File: config.mk
export PLATFORM = sky130hd
export DESIGN_NAME = return_address_stack
export DESIGN_NICKNAME = d
export VERILOG_FILES = /design/src/core/ras_pkg.sv /design/src/core/ras_mem.sv /design/src/core/return_address_stack.sv
export SDC_FILE = /design/constraint.sdc
export NUM_CORES = 1
export LEC_CHECK = 0
export ABC_AREA = 0
export ABC_CLOCK_PERIOD_IN_PS = 6500
export BUFFER_PORTS_ARGS = -buffer_cell sky130_fd_sc_hd__buf_2
export CAP_MARGIN = 20
export CORE_MARGIN = 10
export CORE_UTILIZATION = 53
export CTS_CLUSTER_DIAMETER = 60
export CTS_CLUSTER_SIZE = 20
export DETAILED_ROUTE_END_ITERATION = 6
export PLACE_DENSITY_LB_ADDON = 0.25
export SLEW_MARGIN = 10
export SYNTH_ARGS = -nofsm -noshare
export SYNTH_HDL_FRONTEND = slang
export SYNTH_SLANG_ARGS = --single-unit
File: constraint.sdc
create_clock -name i_clk -period 6.5 [get_ports i_clk]
set_input_delay 0.975 -clock i_clk [delete_from_list [all_inputs] [get_ports i_clk]]
set_output_delay 0.975 -clock i_clk [all_outputs]
set_load 0.03 [all_outputs]
File: src/core/ras_pkg.sv
// package: constants and carrier types for the return-address stack block
package ras_pkg;
  localparam int PC_W             = 21;          // program counter width
  localparam int SP_W             = 5;           // stack pointer width
  localparam int STACK_DEPTH      = 31;          // usable stack entries
  localparam logic [20:0] RESET_VECTOR  = 21'h000000;
  localparam logic [20:0] HI_PRIO_VECTOR = 21'h000008;
  localparam logic [20:0] LO_PRIO_VECTOR = 21'h000018;
  localparam logic [20:0] PC_STEP       = 21'h000002; // next sequential instruction
  localparam logic [20:0] MEM_BYTES_BIG   = 21'h008000; // 32 kbyte variant
  localparam logic [20:0] MEM_BYTES_SMALL = 21'h004000; // 16 kbyte variant, 8192 words
  localparam logic [15:0] NOP_WORD      = 16'h0000;
  localparam logic [4:0]  SP_RESET      = 5'h00;
  localparam logic [4:0]  SP_TOP        = 5'h1f;   // 31
  // apb register byte offsets
  localparam logic [11:0] OFS_PTR  = 12'h000;      // flags and pointer
  localparam logic [11:0] OFS_TOPL = 12'h004;
  localparam logic [11:0] OFS_TOPH = 12'h008;
  localparam logic [11:0] OFS_TOPU = 12'h00c;
  localparam logic [11:0] OFS_CFG  = 12'h010;      // overflow-reset enable, pc latches
  localparam logic [11:0] OFS_PC   = 12'h014;      // read-only current pc
  localparam int FULL_BIT = 7;
  localparam int UNF_BIT  = 6;
  // one stack request from the sequencer
  typedef struct packed {
    logic        push;     // push, call, relative call, interrupt ack
    logic        pop;      // return, return-with-literal, return-from-interrupt
    logic        irq;      // interrupt ack: load vector; a wake comes in on i_wake_irq instead
    logic        irq_hi;   // interrupt is high priority
    logic [20:0] pc;       // pc to push
  } stack_req_type;
endpackage

File: src/core/ras_mem.sv
// file: 31 x 21 storage array for the return stack
`timescale 1ns/1ps
module ras_mem
  import ras_pkg::*;
#(
  parameter int DEPTH = 31,
  parameter int WIDTH = 21
) (
  // clock
  input  wire logic             i_clk,
  // write port
  input  wire logic             i_we,
  input  wire logic [4:0]       i_waddr,
  input  wire logic [WIDTH-1:0] i_wdata,
  // read port, combinational
  input  wire logic [4:0]       i_raddr,
  output logic      [WIDTH-1:0] o_rdata
);
  // entry index is pointer-1: pointer value zero has no storage
  logic [WIDTH-1:0] mem [DEPTH];

  // write; pointer zero is ignored
  always_ff @(posedge i_clk) begin
    if (i_we && i_waddr != 5'h00) begin
      mem[i_waddr - 5'h01] <= i_wdata;
    end
  end

  // read returns zero at pointer zero, which is how underflow yields pc 0
  always_comb begin
    if (i_raddr == 5'h00) begin
      o_rdata = '0;
    end else begin
      o_rdata = mem[i_raddr - 5'h01];
    end
  end
endmodule

File: src/core/return_address_stack.sv
// file: return-address stack, pc space decode and apb register slave
`timescale 1ns/1ps
// What this block and its software do
// RULE1: program counter is 21 bits wide
// RULE2: reset at 0000h, vectors 0008h and 0018h
// RULE3: fetch above implemented memory returns zeros
// RULE4: implemented memory 32 kbyte or 16 kbyte
// RULE5: up to 31 calls and interrupts stacked
// RULE6: push on push, calls, interrupt ack
// RULE7: pop on returns; latches left unchanged
// RULE8: 31 entries of 21 bits, 5-bit pointer
// RULE9: reset clears pointer; zero has no entry
// RULE10: push increments pointer, then writes entry
// RULE11: pop reads entry, then decrements pointer
// RULE12: pointer and top entry software accessible
// RULE13: flags show stack full or beyond
// RULE14: three byte registers access top entry
// RULE15: software masks interrupts while editing top
// RULE16: interrupt wake loads vector when enabled
// RULE17: interrupt wake pushes pc, advances pointer
// RULE18: overflow reset: push pc+2, flag, reset
// RULE19: no overflow reset: overwrite entry 31
// RULE20: empty pop returns zero, sets underflow
// RULE21: flags clear only by software or power-on
// RULE22: high priority to 0008h, low to 0018h
module return_address_stack
  import ras_pkg::*;
#(
  parameter logic SMALL_VARIANT = 1'b0   // 1: 16 kbyte memory
) (
  // clock and reset
  input  wire logic          i_clk,
  input  wire logic          i_rst_n,
  input  wire logic          i_por,            // power-on reset pulse, clears flags
  // sequencer requests
  input  wire stack_req_type i_req,
  input  wire logic          i_wake_irq,       // wake from sleep by interrupt
  input  wire logic          i_irq_enable_hi,  // global_irq_enable_high
  input  wire logic          i_irq_enable_lo,  // global_irq_enable_low
  input  wire logic [20:0]   i_fetch_addr,     // program fetch address
  input  wire logic [15:0]   i_fetch_raw,      // raw word from program memory
  // pc and latch outputs
  output logic      [20:0]   o_pc,
  output logic               o_pc_load,        // pulse: pc loaded by pop or vector
  output logic      [15:0]   o_fetch_word,
  output logic               o_overflow_reset, // pulse: request device reset
  output logic      [7:0]    o_pc_upper_latch,
  output logic      [7:0]    o_pc_high_latch,
  // apb slave
  input  wire logic          psel,
  input  wire logic          penable,
  input  wire logic          pwrite,
  input  wire logic [11:0]   paddr,
  input  wire logic [31:0]   pwdata,
  output logic      [31:0]   prdata,
  output logic               pready,
  output logic               pslverr
);
  // state registers, each written by a process below; the two sticky flags share one
  logic [4:0]  return_stack_pointer_ff;   // current top pointer
  logic        stack_full_flag_ff;        // sticky full
  logic        stack_underflow_flag_ff;   // sticky underflow
  logic        stack_overflow_reset_enable_ff; // overflow causes reset
  logic [20:0] pc_ff;                     // program counter copy
  logic        pc_load_ff;
  logic        ovf_rst_ff;
  logic [15:0] fetch_ff;
  logic [31:0] prdata_ff;
  logic        pready_ff;
  logic        pslverr_ff;
  logic [7:0]  upper_latch_ff;
  logic [7:0]  high_latch_ff;
  // combinational helpers between the sequencer, the bus and storage
  logic [20:0] top_entry;                 // storage at pointer
  logic        mem_we;
  logic [20:0] mem_wdata;
  logic [4:0]  mem_waddr;
  logic [4:0]  nxt_sp;
  logic        do_push;
  logic        do_pop;
  logic        wake_push;
  logic        apb_wr;
  logic        apb_rd;
  logic        sw_write_top;

  // decode of a mapped apb offset, used by the error path
  function automatic logic mapped(input logic [11:0] a);
    mapped = (a == OFS_PTR) || (a == OFS_TOPL) || (a == OFS_TOPH) ||
             (a == OFS_TOPU) || (a == OFS_CFG) || (a == OFS_PC);
  endfunction

  // byte lane of the top entry selected by an offset
  function automatic logic [20:0] merge_byte(input logic [20:0] cur,
                                             input logic [11:0] a,
                                             input logic [7:0] b);
    logic [20:0] r;
    r = cur;
    if (a == OFS_TOPL) begin
      r[7:0] = b;
    end else if (a == OFS_TOPH) begin
      r[15:8] = b;
    end else if (a == OFS_TOPU) begin
      r[20:16] = b[4:0];
    end
    merge_byte = r;
  endfunction

  // wake by interrupt acts as an acknowledge only if an enable is set
  assign wake_push = i_wake_irq && (i_irq_enable_hi || i_irq_enable_lo); // RULE16
  assign do_push   = i_req.push || wake_push;       // RULE6 RULE17
  assign do_pop    = i_req.pop && !do_push;         // push wins a clash
  assign apb_wr    = psel && penable && pwrite && pready_ff;
  assign apb_rd    = psel && penable && !pwrite && pready_ff;
  assign sw_write_top = apb_wr && (paddr == OFS_TOPL || paddr == OFS_TOPH ||
                                   paddr == OFS_TOPU);

  // stack storage, entry addressed by pointer; pointer zero has none
  ras_mem #(.DEPTH(STACK_DEPTH), .WIDTH(PC_W)) u_mem ( // RULE8 RULE12
    .i_clk   (i_clk),
    .i_we    (mem_we),
    .i_waddr (mem_waddr),
    .i_wdata (mem_wdata),
    .i_raddr (return_stack_pointer_ff),
    .o_rdata (top_entry)
  );

  // next pointer: increment before write, decrement after read
  always_comb begin
    nxt_sp = return_stack_pointer_ff;
    if (do_push) begin
      if (return_stack_pointer_ff != SP_TOP) begin
        nxt_sp = return_stack_pointer_ff + 5'h01;   // RULE10 RULE5
      end
    end else if (do_pop) begin
      if (return_stack_pointer_ff != SP_RESET) begin
        nxt_sp = return_stack_pointer_ff - 5'h01;   // RULE11
      end
    end
  end

  // storage write: a push writes at the new pointer, software edits in place
  // a push and a software top edit in one cycle: the push wins and the edit
  // is lost, which is why software masks interrupts while editing the top
  always_comb begin
    mem_we    = 1'b0;
    mem_waddr = return_stack_pointer_ff;
    mem_wdata = top_entry;
    if (do_push) begin
      mem_we    = 1'b1;
      mem_waddr = nxt_sp;                            // RULE10 RULE19
      if (stack_overflow_reset_enable_ff && nxt_sp == SP_TOP &&
          return_stack_pointer_ff != SP_TOP) begin
        mem_wdata = i_req.pc + PC_STEP;              // RULE18
      end else begin
        mem_wdata = i_req.pc;                        // RULE17
      end
    end else if (sw_write_top) begin
      mem_we    = 1'b1;                              // RULE14
      mem_wdata = merge_byte(top_entry, paddr, pwdata[7:0]);
    end
  end

  // pointer register: overflow reset returns it to zero
  // a pointer write that meets a push or pop is dropped; the sequencer wins
  always_ff @(posedge i_clk) begin
    if (!i_rst_n || ovf_rst_ff) begin
      return_stack_pointer_ff <= SP_RESET;           // RULE9 RULE18
    end else if (do_push || do_pop) begin
      return_stack_pointer_ff <= nxt_sp;
    end else if (apb_wr && paddr == OFS_PTR) begin
      return_stack_pointer_ff <= pwdata[4:0];        // RULE12
    end
  end

  // sticky flags survive ordinary resets; only power-on or software clear
  // writing 1 to a flag bit leaves it alone, writing 0 clears it
  always_ff @(posedge i_clk) begin
    if (i_por) begin
      stack_full_flag_ff      <= 1'b0;               // RULE21
      stack_underflow_flag_ff <= 1'b0;
    end else begin
      // set wins over a software clear in the same cycle
      if (do_push && nxt_sp == SP_TOP) begin
        stack_full_flag_ff <= 1'b1;                  // RULE13 RULE19
      end else if (apb_wr && paddr == OFS_PTR && !pwdata[FULL_BIT]) begin
        stack_full_flag_ff <= 1'b0;                  // RULE21
      end
      if (do_pop && return_stack_pointer_ff == SP_RESET) begin
        stack_underflow_flag_ff <= 1'b1;             // RULE20
      end else if (apb_wr && paddr == OFS_PTR && !pwdata[UNF_BIT]) begin
        stack_underflow_flag_ff <= 1'b0;             // RULE21
      end
    end
  end

  // overflow reset request, one cycle after the 31st push
  // the pulse restarts pointer and pc one edge later, like a device reset;
  // the flags are kept so software can see why the core restarted
  always_ff @(posedge i_clk) begin
    if (!i_rst_n) begin
      ovf_rst_ff <= 1'b0;
    end else begin
      ovf_rst_ff <= do_push && stack_overflow_reset_enable_ff &&
                    return_stack_pointer_ff == 5'h1e;  // RULE18
    end
  end

  // configuration: overflow reset enabled by default
  // default on, so a runaway call chain restarts the core instead of looping
  always_ff @(posedge i_clk) begin
    if (!i_rst_n) begin
      stack_overflow_reset_enable_ff <= 1'b1;
    end else if (apb_wr && paddr == OFS_CFG) begin
      stack_overflow_reset_enable_ff <= pwdata[0];
    end
  end

  // program counter: reset vector, interrupt vectors, popped values
  // a wake with an enable set is handled like an acknowledged interrupt:
  // the pc is pushed and the vector loaded on the same edge
  always_ff @(posedge i_clk) begin
    if (!i_rst_n || ovf_rst_ff) begin
      pc_ff      <= RESET_VECTOR;                    // RULE2 RULE1
      pc_load_ff <= 1'b0;
    end else if (i_req.irq || wake_push) begin
      // vector taken in the same edge as the push, so push is done first
      pc_ff      <= i_req.irq_hi ? HI_PRIO_VECTOR : LO_PRIO_VECTOR; // RULE22 RULE16
      pc_load_ff <= 1'b1;
    end else if (do_pop) begin
      pc_ff      <= top_entry;                       // RULE11 RULE20
      pc_load_ff <= 1'b1;
    end else begin
      pc_ff      <= i_req.pc;
      pc_load_ff <= 1'b0;
    end
  end

  // pc latches are untouched by returns; only software writes them
  always_ff @(posedge i_clk) begin
    if (!i_rst_n) begin
      upper_latch_ff <= 8'h00;
      high_latch_ff  <= 8'h00;
    end else if (apb_wr && paddr == OFS_CFG) begin
      upper_latch_ff <= {3'h0, pwdata[20:16]};       // RULE7
      high_latch_ff  <= pwdata[15:8];
    end
  end

  // fetch filter: beyond implemented memory reads as a no-op
  // the limit follows the variant; the rest of the 2 mbyte space is empty
  always_ff @(posedge i_clk) begin
    if (!i_rst_n) begin
      fetch_ff <= NOP_WORD;
    end else if (i_fetch_addr >= (SMALL_VARIANT ? MEM_BYTES_SMALL : MEM_BYTES_BIG)) begin
      fetch_ff <= NOP_WORD;                          // RULE3 RULE4
    end else begin
      fetch_ff <= i_fetch_raw;
    end
  end

  // apb: one wait state, ready after setup; unmapped gives slverr
  // setup edge is ignored, the first access edge arms pready, and the next
  // edge completes the transfer, which is where a write lands
  always_ff @(posedge i_clk) begin
    if (!i_rst_n) begin
      pready_ff  <= 1'b0;
      pslverr_ff <= 1'b0;
      prdata_ff  <= 32'h0000_0000;
    end else if (psel && penable && !pready_ff) begin
      pready_ff  <= 1'b1;
      pslverr_ff <= !mapped(paddr);
      prdata_ff  <= 32'h0000_0000;
      if (!pwrite) begin
        case (paddr)
          OFS_PTR:  prdata_ff <= {24'h0, stack_full_flag_ff, stack_underflow_flag_ff,
                                  1'b0, return_stack_pointer_ff}; // RULE13
          OFS_TOPL: prdata_ff <= {24'h0, top_entry[7:0]};         // RULE14
          OFS_TOPH: prdata_ff <= {24'h0, top_entry[15:8]};
          OFS_TOPU: prdata_ff <= {27'h0, top_entry[20:16]};
          OFS_CFG:  prdata_ff <= {11'h0, upper_latch_ff[4:0], high_latch_ff,
                                  7'h0, stack_overflow_reset_enable_ff};
          OFS_PC:   prdata_ff <= {11'h0, pc_ff};
          default:  prdata_ff <= 32'h0000_0000;
        endcase
      end
    end else begin
      pready_ff  <= 1'b0;
      pslverr_ff <= 1'b0;
    end
  end

  // every output comes straight from its register
  assign o_pc             = pc_ff;
  assign o_pc_load        = pc_load_ff;
  assign o_fetch_word     = fetch_ff;
  assign o_overflow_reset = ovf_rst_ff;
  assign o_pc_upper_latch = upper_latch_ff;
  assign o_pc_high_latch  = high_latch_ff;
  assign prdata           = prdata_ff;
  assign pready           = pready_ff;
  assign pslverr          = pslverr_ff;
  // apb_rd kept for clarity of the read path
  logic unused_rd;
  assign unused_rd = apb_rd;
endmodule

Yosys cells after proc, flatten, opt, wreduce, memory -nomap -nowiden

Memory sizes are Yosys's and may differ from the RTL's.
Index checks and enable logic that the tools add are counted.

Equality and inequality tests: 8
Bitwise gates (word level): 1
Magnitude comparators: 1
$add $sub $neg: 4
Reductions and logical operators: 45
Muxes and demuxes: 32

Operators with widths:

| operator                                                                              | number |
|---|---|
| 21-bit 2-to-1 mux                                                                     | 7 |
| 21-bit one-hot mux with 6 select lines                                                | 1 |
| 5-bit 2-to-1 mux                                                                      | 10 |
| 12-bit by 4-bit equality test with 1-bit output, second input constant                | 2 |
| 12-bit by 5-bit equality test with 1-bit output, second input constant                | 2 |
| 21-bit by 2-bit adder with 21-bit output, second input constant                       | 1 |
| 21-bit by 16-bit greater-or-equal comparator with 1-bit output, second input constant | 1 |
| 1-bit logical AND                                                                     | 18 |
| 8-bit 2-to-1 mux                                                                      | 2 |
| 13-bit 2-to-1 mux                                                                     | 1 |
| 12-bit by 3-bit equality test with 1-bit output, second input constant                | 1 |
| 12-bit logical NOT                                                                    | 1 |
| 1-bit logical OR                                                                      | 12 |
| 1-bit 2-to-1 mux                                                                      | 11 |
| 5-bit equality test, second input constant                                            | 2 |
| 5-bit nonzero test                                                                    | 2 |
| 5-bit by 1-bit subtractor with 5-bit output, second input constant                    | 2 |
| 1-bit logical NOT                                                                     | 6 |
| 2-bit nonzero test                                                                    | 3 |
| 5-bit by 1-bit adder with 5-bit output, second input constant                         | 1 |
| 5-bit logical NOT                                                                     | 1 |
| 5-bit inequality test, second input constant                                          | 1 |
| 2-bit AND reduction                                                                   | 1 |
| 2-bit OR reduction                                                                    | 1 |
| 1-bit NOT                                                                             | 1 |

Output and inout bits: 89
Memories kept: 1
Word-level logic and storage cells: 105
Input bits: 115
Bits in writable memories: 651
Flip-flop bits (word level): 94

Memory list:

| memory    | depth | width | rd ports | clocked after memory_dff | wr ports | line          | source |
|---|---|---|---|---|---|---|---|
| u_mem.mem | 31    | 21    | 1        | 0                        | 1        | ras_mem.sv:20 | `logic [WIDTH-1:0] mem [DEPTH];` |

Depth between registers and ports, before layout

Word-level depth: 12
Gate-level depth with buffers: 16
Gate-level depth less buffers: 9

By module

Synthesis repeated with hierarchy kept, for this count alone.

Cells, all modules: 1753
Area total of the unflattened synthesis: 30176.4 sq um

By module, submodules not included:

| module               | times used | area each (sq um) | cells an instance | seq. area each (sq um) |
|---|---|---|---|---|
| ras_mem              | 1          | 25290.5           | 1134              | 19548.7 |
| return_address_stack | 1          | 4885.9            | 619               | 1661.6 |

Worst setup path before layout

OpenSTA, ideal clock, no wires.

Path kind: flip-flop to flip-flop
Start: reg return_stack_pointer_ff[0]
End: mem u_mem.mem[0][0], data pin
Path buffers: 6
Path slack: 1.988 ns
Data required time: 6.054 ns
Setup time: 0.446 ns
Arrival: 4.065 ns
Period minus slack after synthesis: 4.512 ns
Cell stages (with the launch flop): 16
Cells stage by stage: dfxtp_1 buf_2 buf_6 buf_6 inv_1 ha_1 buf_2 buf_2 clkbuf_1 mux4_2 nand2_1 a2111oi_0 a311oi_1 nand2_1 o21ai_0 o21ai_0

Cells in the longest elaborated chain, start to end: 9
Elaborated cells on any way between the ends: 18
Those cells by class: 2 x add/sub; 2 x eq/ne; 9 x mux; 4 x reduce/logical; 1 x memory

Ends and longest elaborated chain:

| element                                                         | line                        | source |
|---|---|---|
| from (decl)                                                     | return_address_stack.sv:60  | `logic [4:0] return_stack_pointer_ff;` |
| from (signal assigned)                                          | return_address_stack.sv:169 | `return_stack_pointer_ff <= nxt_sp;` |
| from (signal assigned)                                          | return_address_stack.sv:171 | `return_stack_pointer_ff <= pwdata[4:0];` |
| branches (longest 8 deep; another with memory read 31 x 21 bit) | -                           |  |
| 21-bit 2-to-1 mux (*)                                           | return_address_stack.sv:148 | `if (do_push) begin` |
| named net mem_wdata[0]                                          | return_address_stack.sv:76  | `logic [20:0] mem_wdata;` |
| to (decl)                                                       | ras_mem.sv:20               |  |

Mark *: on every way through the listed nets, which the timed path passes.

Worst setup path after layout

Start: reg return_stack_pointer_ff[0]
End: mem u_mem.mem[8][13], data pin

Cells in the longest elaborated chain, start to end: 9
Elaborated cells on any way between the ends: 19
Those cells by class: 2 x add/sub; 2 x eq/ne; 10 x mux; 4 x reduce/logical; 1 x memory

Ends and longest elaborated chain:

| element                                                         | line |
|---|---|
| branches (longest 8 deep; another with memory read 31 x 21 bit) | - |
| 21-bit 2-to-1 mux (*)                                           | return_address_stack.sv:148 |
| named net mem_wdata[13]                                         | return_address_stack.sv:76 |

Marked as above.

==> flow_summary.toml <==
[power_and_ir_drop]
irDropWorstVdd_mv = 0.184
leakage_nw = 11.2
finalPower_mw = 10.8
powerDensity_nw_per_um2 = 317

[worst_setup_path]
reg2reg_from = "return_stack_pointer_ff[0]"
cp-start-kind = "flip-flop"
crit_arrival_ns = 5.46
crit_path_end_kind = "flip-flop"
startpoint = "return_stack_pointer_ff[0]"
r2r_cells = 11
crit_type = "flip-flop to flip-flop"
required_ns = 6.86
path_max_fanout = 56
r2r_end = "u_mem.mem[8][13]"
r2r_slack_ns = 1.40

[layout]
finalNetCount = 2158
syn_to_final_growth_pct = 12.6
final_cell_area_um2 = 34000
fin_cells = 2819
fillers = 4172
antenna_cells = 0
drive_gt1_share_pct = 27.9

[hold_path]
holdCritPathClass = "flip-flop to flip-flop"
hp-start = "o_pc_high_latch[7]"
holdPathEnd = "o_pc_high_latch[7]"
hold_depth = 2

[synthesis]
ys_seq_area_share_pct = 70.2
yosysWarnings = 0
synth_top_family_by_area = "multiplexers"
avgSynthCellArea_um2 = 16.5
synth-async-reset-ratio_pct = 0
postSynthCellCount = 1834
synth-simple-area-share_pct = 7.39
synth_edf_count = 651
synth_compound_area_share_pct = 6.87
synth.distinct_cells = 80
synth-adder-area-share_pct = 0.207
yosys_most_used_dff = "edfxtp_1"
synth-xor-area-share_pct = 0.750
syn-cell-area_um2 = 30200
ys_ff_latch = 734
synthMuxAreaShare_pct = 12.2

[cts]
ctsHoldBuffers = 0
clkTransAtPathRegs_ns = 0.08
h-tree-depth = 2
cts_resized = 0
cts_sinks = 734
cts_tree = "yes"
post-cts-setup-buffers = 0
cts_buffers = 47
clock_latency_ns = 0.61
clockBufferDepth = 3
root_buffer = "clkbuf_16"

[global_route]
grt_max_degree = 73
antenna_found_initial = 2
grt_pass1_wl_um = 119000
grt_overflow_total = 0
grt_pass1_vias = 18000
grt_use_total_pct = 23.7

[routing]
num_vias = 18100
antenna_left = 0
dr.pass1.iters = 6
drt_iter0_drc = 2144
wl_um = 79600
drc = 0
routedWlPerCell_um = 28.2
vias_per_cell = 6.41

[timing]
max_slew_margin_pct = 25.4
rsz0062_at_grt = "no"
post-route-min-period_ns = 5.10
max_freq_ghz = 0.196
slew_viol_final = 0
hold_viol_final = 0
tns_ns = 0
worstMarginPinSlew_ns = 1.10
skew_ns = 0.0274
finalCritPeriodShare_pct = 78.5
final-setup-viol-count = 0

[die]
dieArea_um2 = 66900
floorplan.rows = 87
die_h_um = 259
io_pins = 204
die_w_um = 259
design.core.area_um2 = 56400
start_util_pct = 53.6

[placed_design]
placed_area_um2 = 32500
place.gp.congestion = 0.928
port_buffers = 163
hpwl_um = 51500
placed_cells_incl_taps = 2741

[run_status]
status = "finished, final reports clean"

[job]
max-cap-violations = 0
==> cells by family (layout without fill, tap and decap cells) <==
kind of cell	after synthesis	count (layout)
compound gates	277	277
xor+xnor	25	25
fa+ha+maj	5	5
buf+inv	141	357
flops	734	734
mux	186	186
other cells	1	14
simple gates	465	465
==> state kept, by name, summed over array words and instances (netlist names), 5 cells and up <==
| name | cells |
|---|---|
| u_mem.mem | 651 |
| return_stack_pointer_ff | 5 |
| prdata | 21 |
| o_fetch_word | 16 |
| o_pc_high_latch | 8 |
| o_pc_upper_latch | 5 |
| o_pc | 21 |
==> through the flow <==
stage               hold WS (ns)  util (%)  worst slack (ns)
floorplan                  0.447         -              1.99
CTS                        0.480      60.3              1.40
global placement           0.457      57.7              1.48
detailed placement         0.469      57.7              1.39
finish                     0.483      60.3              1.40
global route               0.501      60.3              1.07
==> critical path: stages, from the launching register on <==
cell and delay (ns):
dfxtp_4 0.84, inv_1 0.37, ha_1 0.44, xor2_4 0.54, buf_12 0.37, nand2_1 0.13
a2111oi_2 0.94, a311oi_1 0.29, a21oi_1 0.22, nor2_1 0.07, a31oi_2 0.15, buf_4 0.40
==> cells in the final DEF, fill, tap and decap left out, types with 35 or more instances in the layout <==
cell / synthesis / layout
edfxtp_1: 651 / 651
nand2_1: 169 / 169
buf_2: 27 / 163
mux4_2: 146 / 146
nor2_1: 133 / 101
buf_4: 29 / 92
dfxtp_1: 83 / 82
clkbuf_16: 0 / 49
a21oi_1: 55 / 46
nand3_1: 44 / 44
a211oi_1: 42 / 42
mux2i_1: 36 / 35
==> routing by layer <==
layer | routed length [um] | vias to the layer above | global-route usage, % | part of all wire, %
li1 | - | 7680 | - | -
met3 | 7460 | 139 | 4.61 | 9.4
met4 | 2240 | 4 | 7.24 | 2.8
met2 | 37800 | 956 | 38.2 | 48
met5 | 23 | - | 0 | 0.029
met1 | 32000 | 9302 | 32.3 | 40
==> worst max-delay path by stage <==
stage | end | cells after the start
after floorplan | u_mem.mem[0][0] | 15
after global placement | u_mem.mem[15][13] | 11
after detailed placement | u_mem.mem[14][11] | 10
after CTS | u_mem.mem[14][19] | 10
after global routing | u_mem.mem[8][13] | 11
final | u_mem.mem[8][13] | 11
==> report_power, final <==
group,internal [mW],leakage [nW],switching (mW)
registers,5.47,6.55,0.0618
logic,0.762,3.96,1.48
clock network,1.46,0.701,1.54
total,7.69,11.2,3.09
==> synthesized netlist by cell type (15+ instances only) <==
cell         n  share of area (%)
mux2i_1     36                1.2
dfxtp_1     83                5.5
nor2_1     133                1.7
o21ai_0     15               0.25
clkbuf_1    62               0.77
buf_2       27               0.45
a211oi_1    42                1.0
xnor2_1     20               0.58
buf_4       29               0.72
a2111oi_0   32               0.93
nor3_1      23               0.38
mux4_2     146                 11
nand3_1     44               0.73
nand2_1    169                2.1
edfxtp_1   651                 65
and2_1      22               0.46
a311oi_1    20               0.58
a21oi_1     55               0.91
a211o_1     17               0.49
==> area by class of cell <==
cell class | instances | area [um2] | share of cell area [%]
sequential | 734 | 21200 | 62.4
multi-input combinational | 972 | 8570 | 25.2
timing repair buffer | 273 | 1810 | 5.31
clock buffer | 58 | 1280 | 3.76
tap | 756 | 946 | 2.78
clock inverter | 16 | 163 | 0.478
inverter | 10 | 37.5 | 0.110
Power figures use the tool's default switching activity.
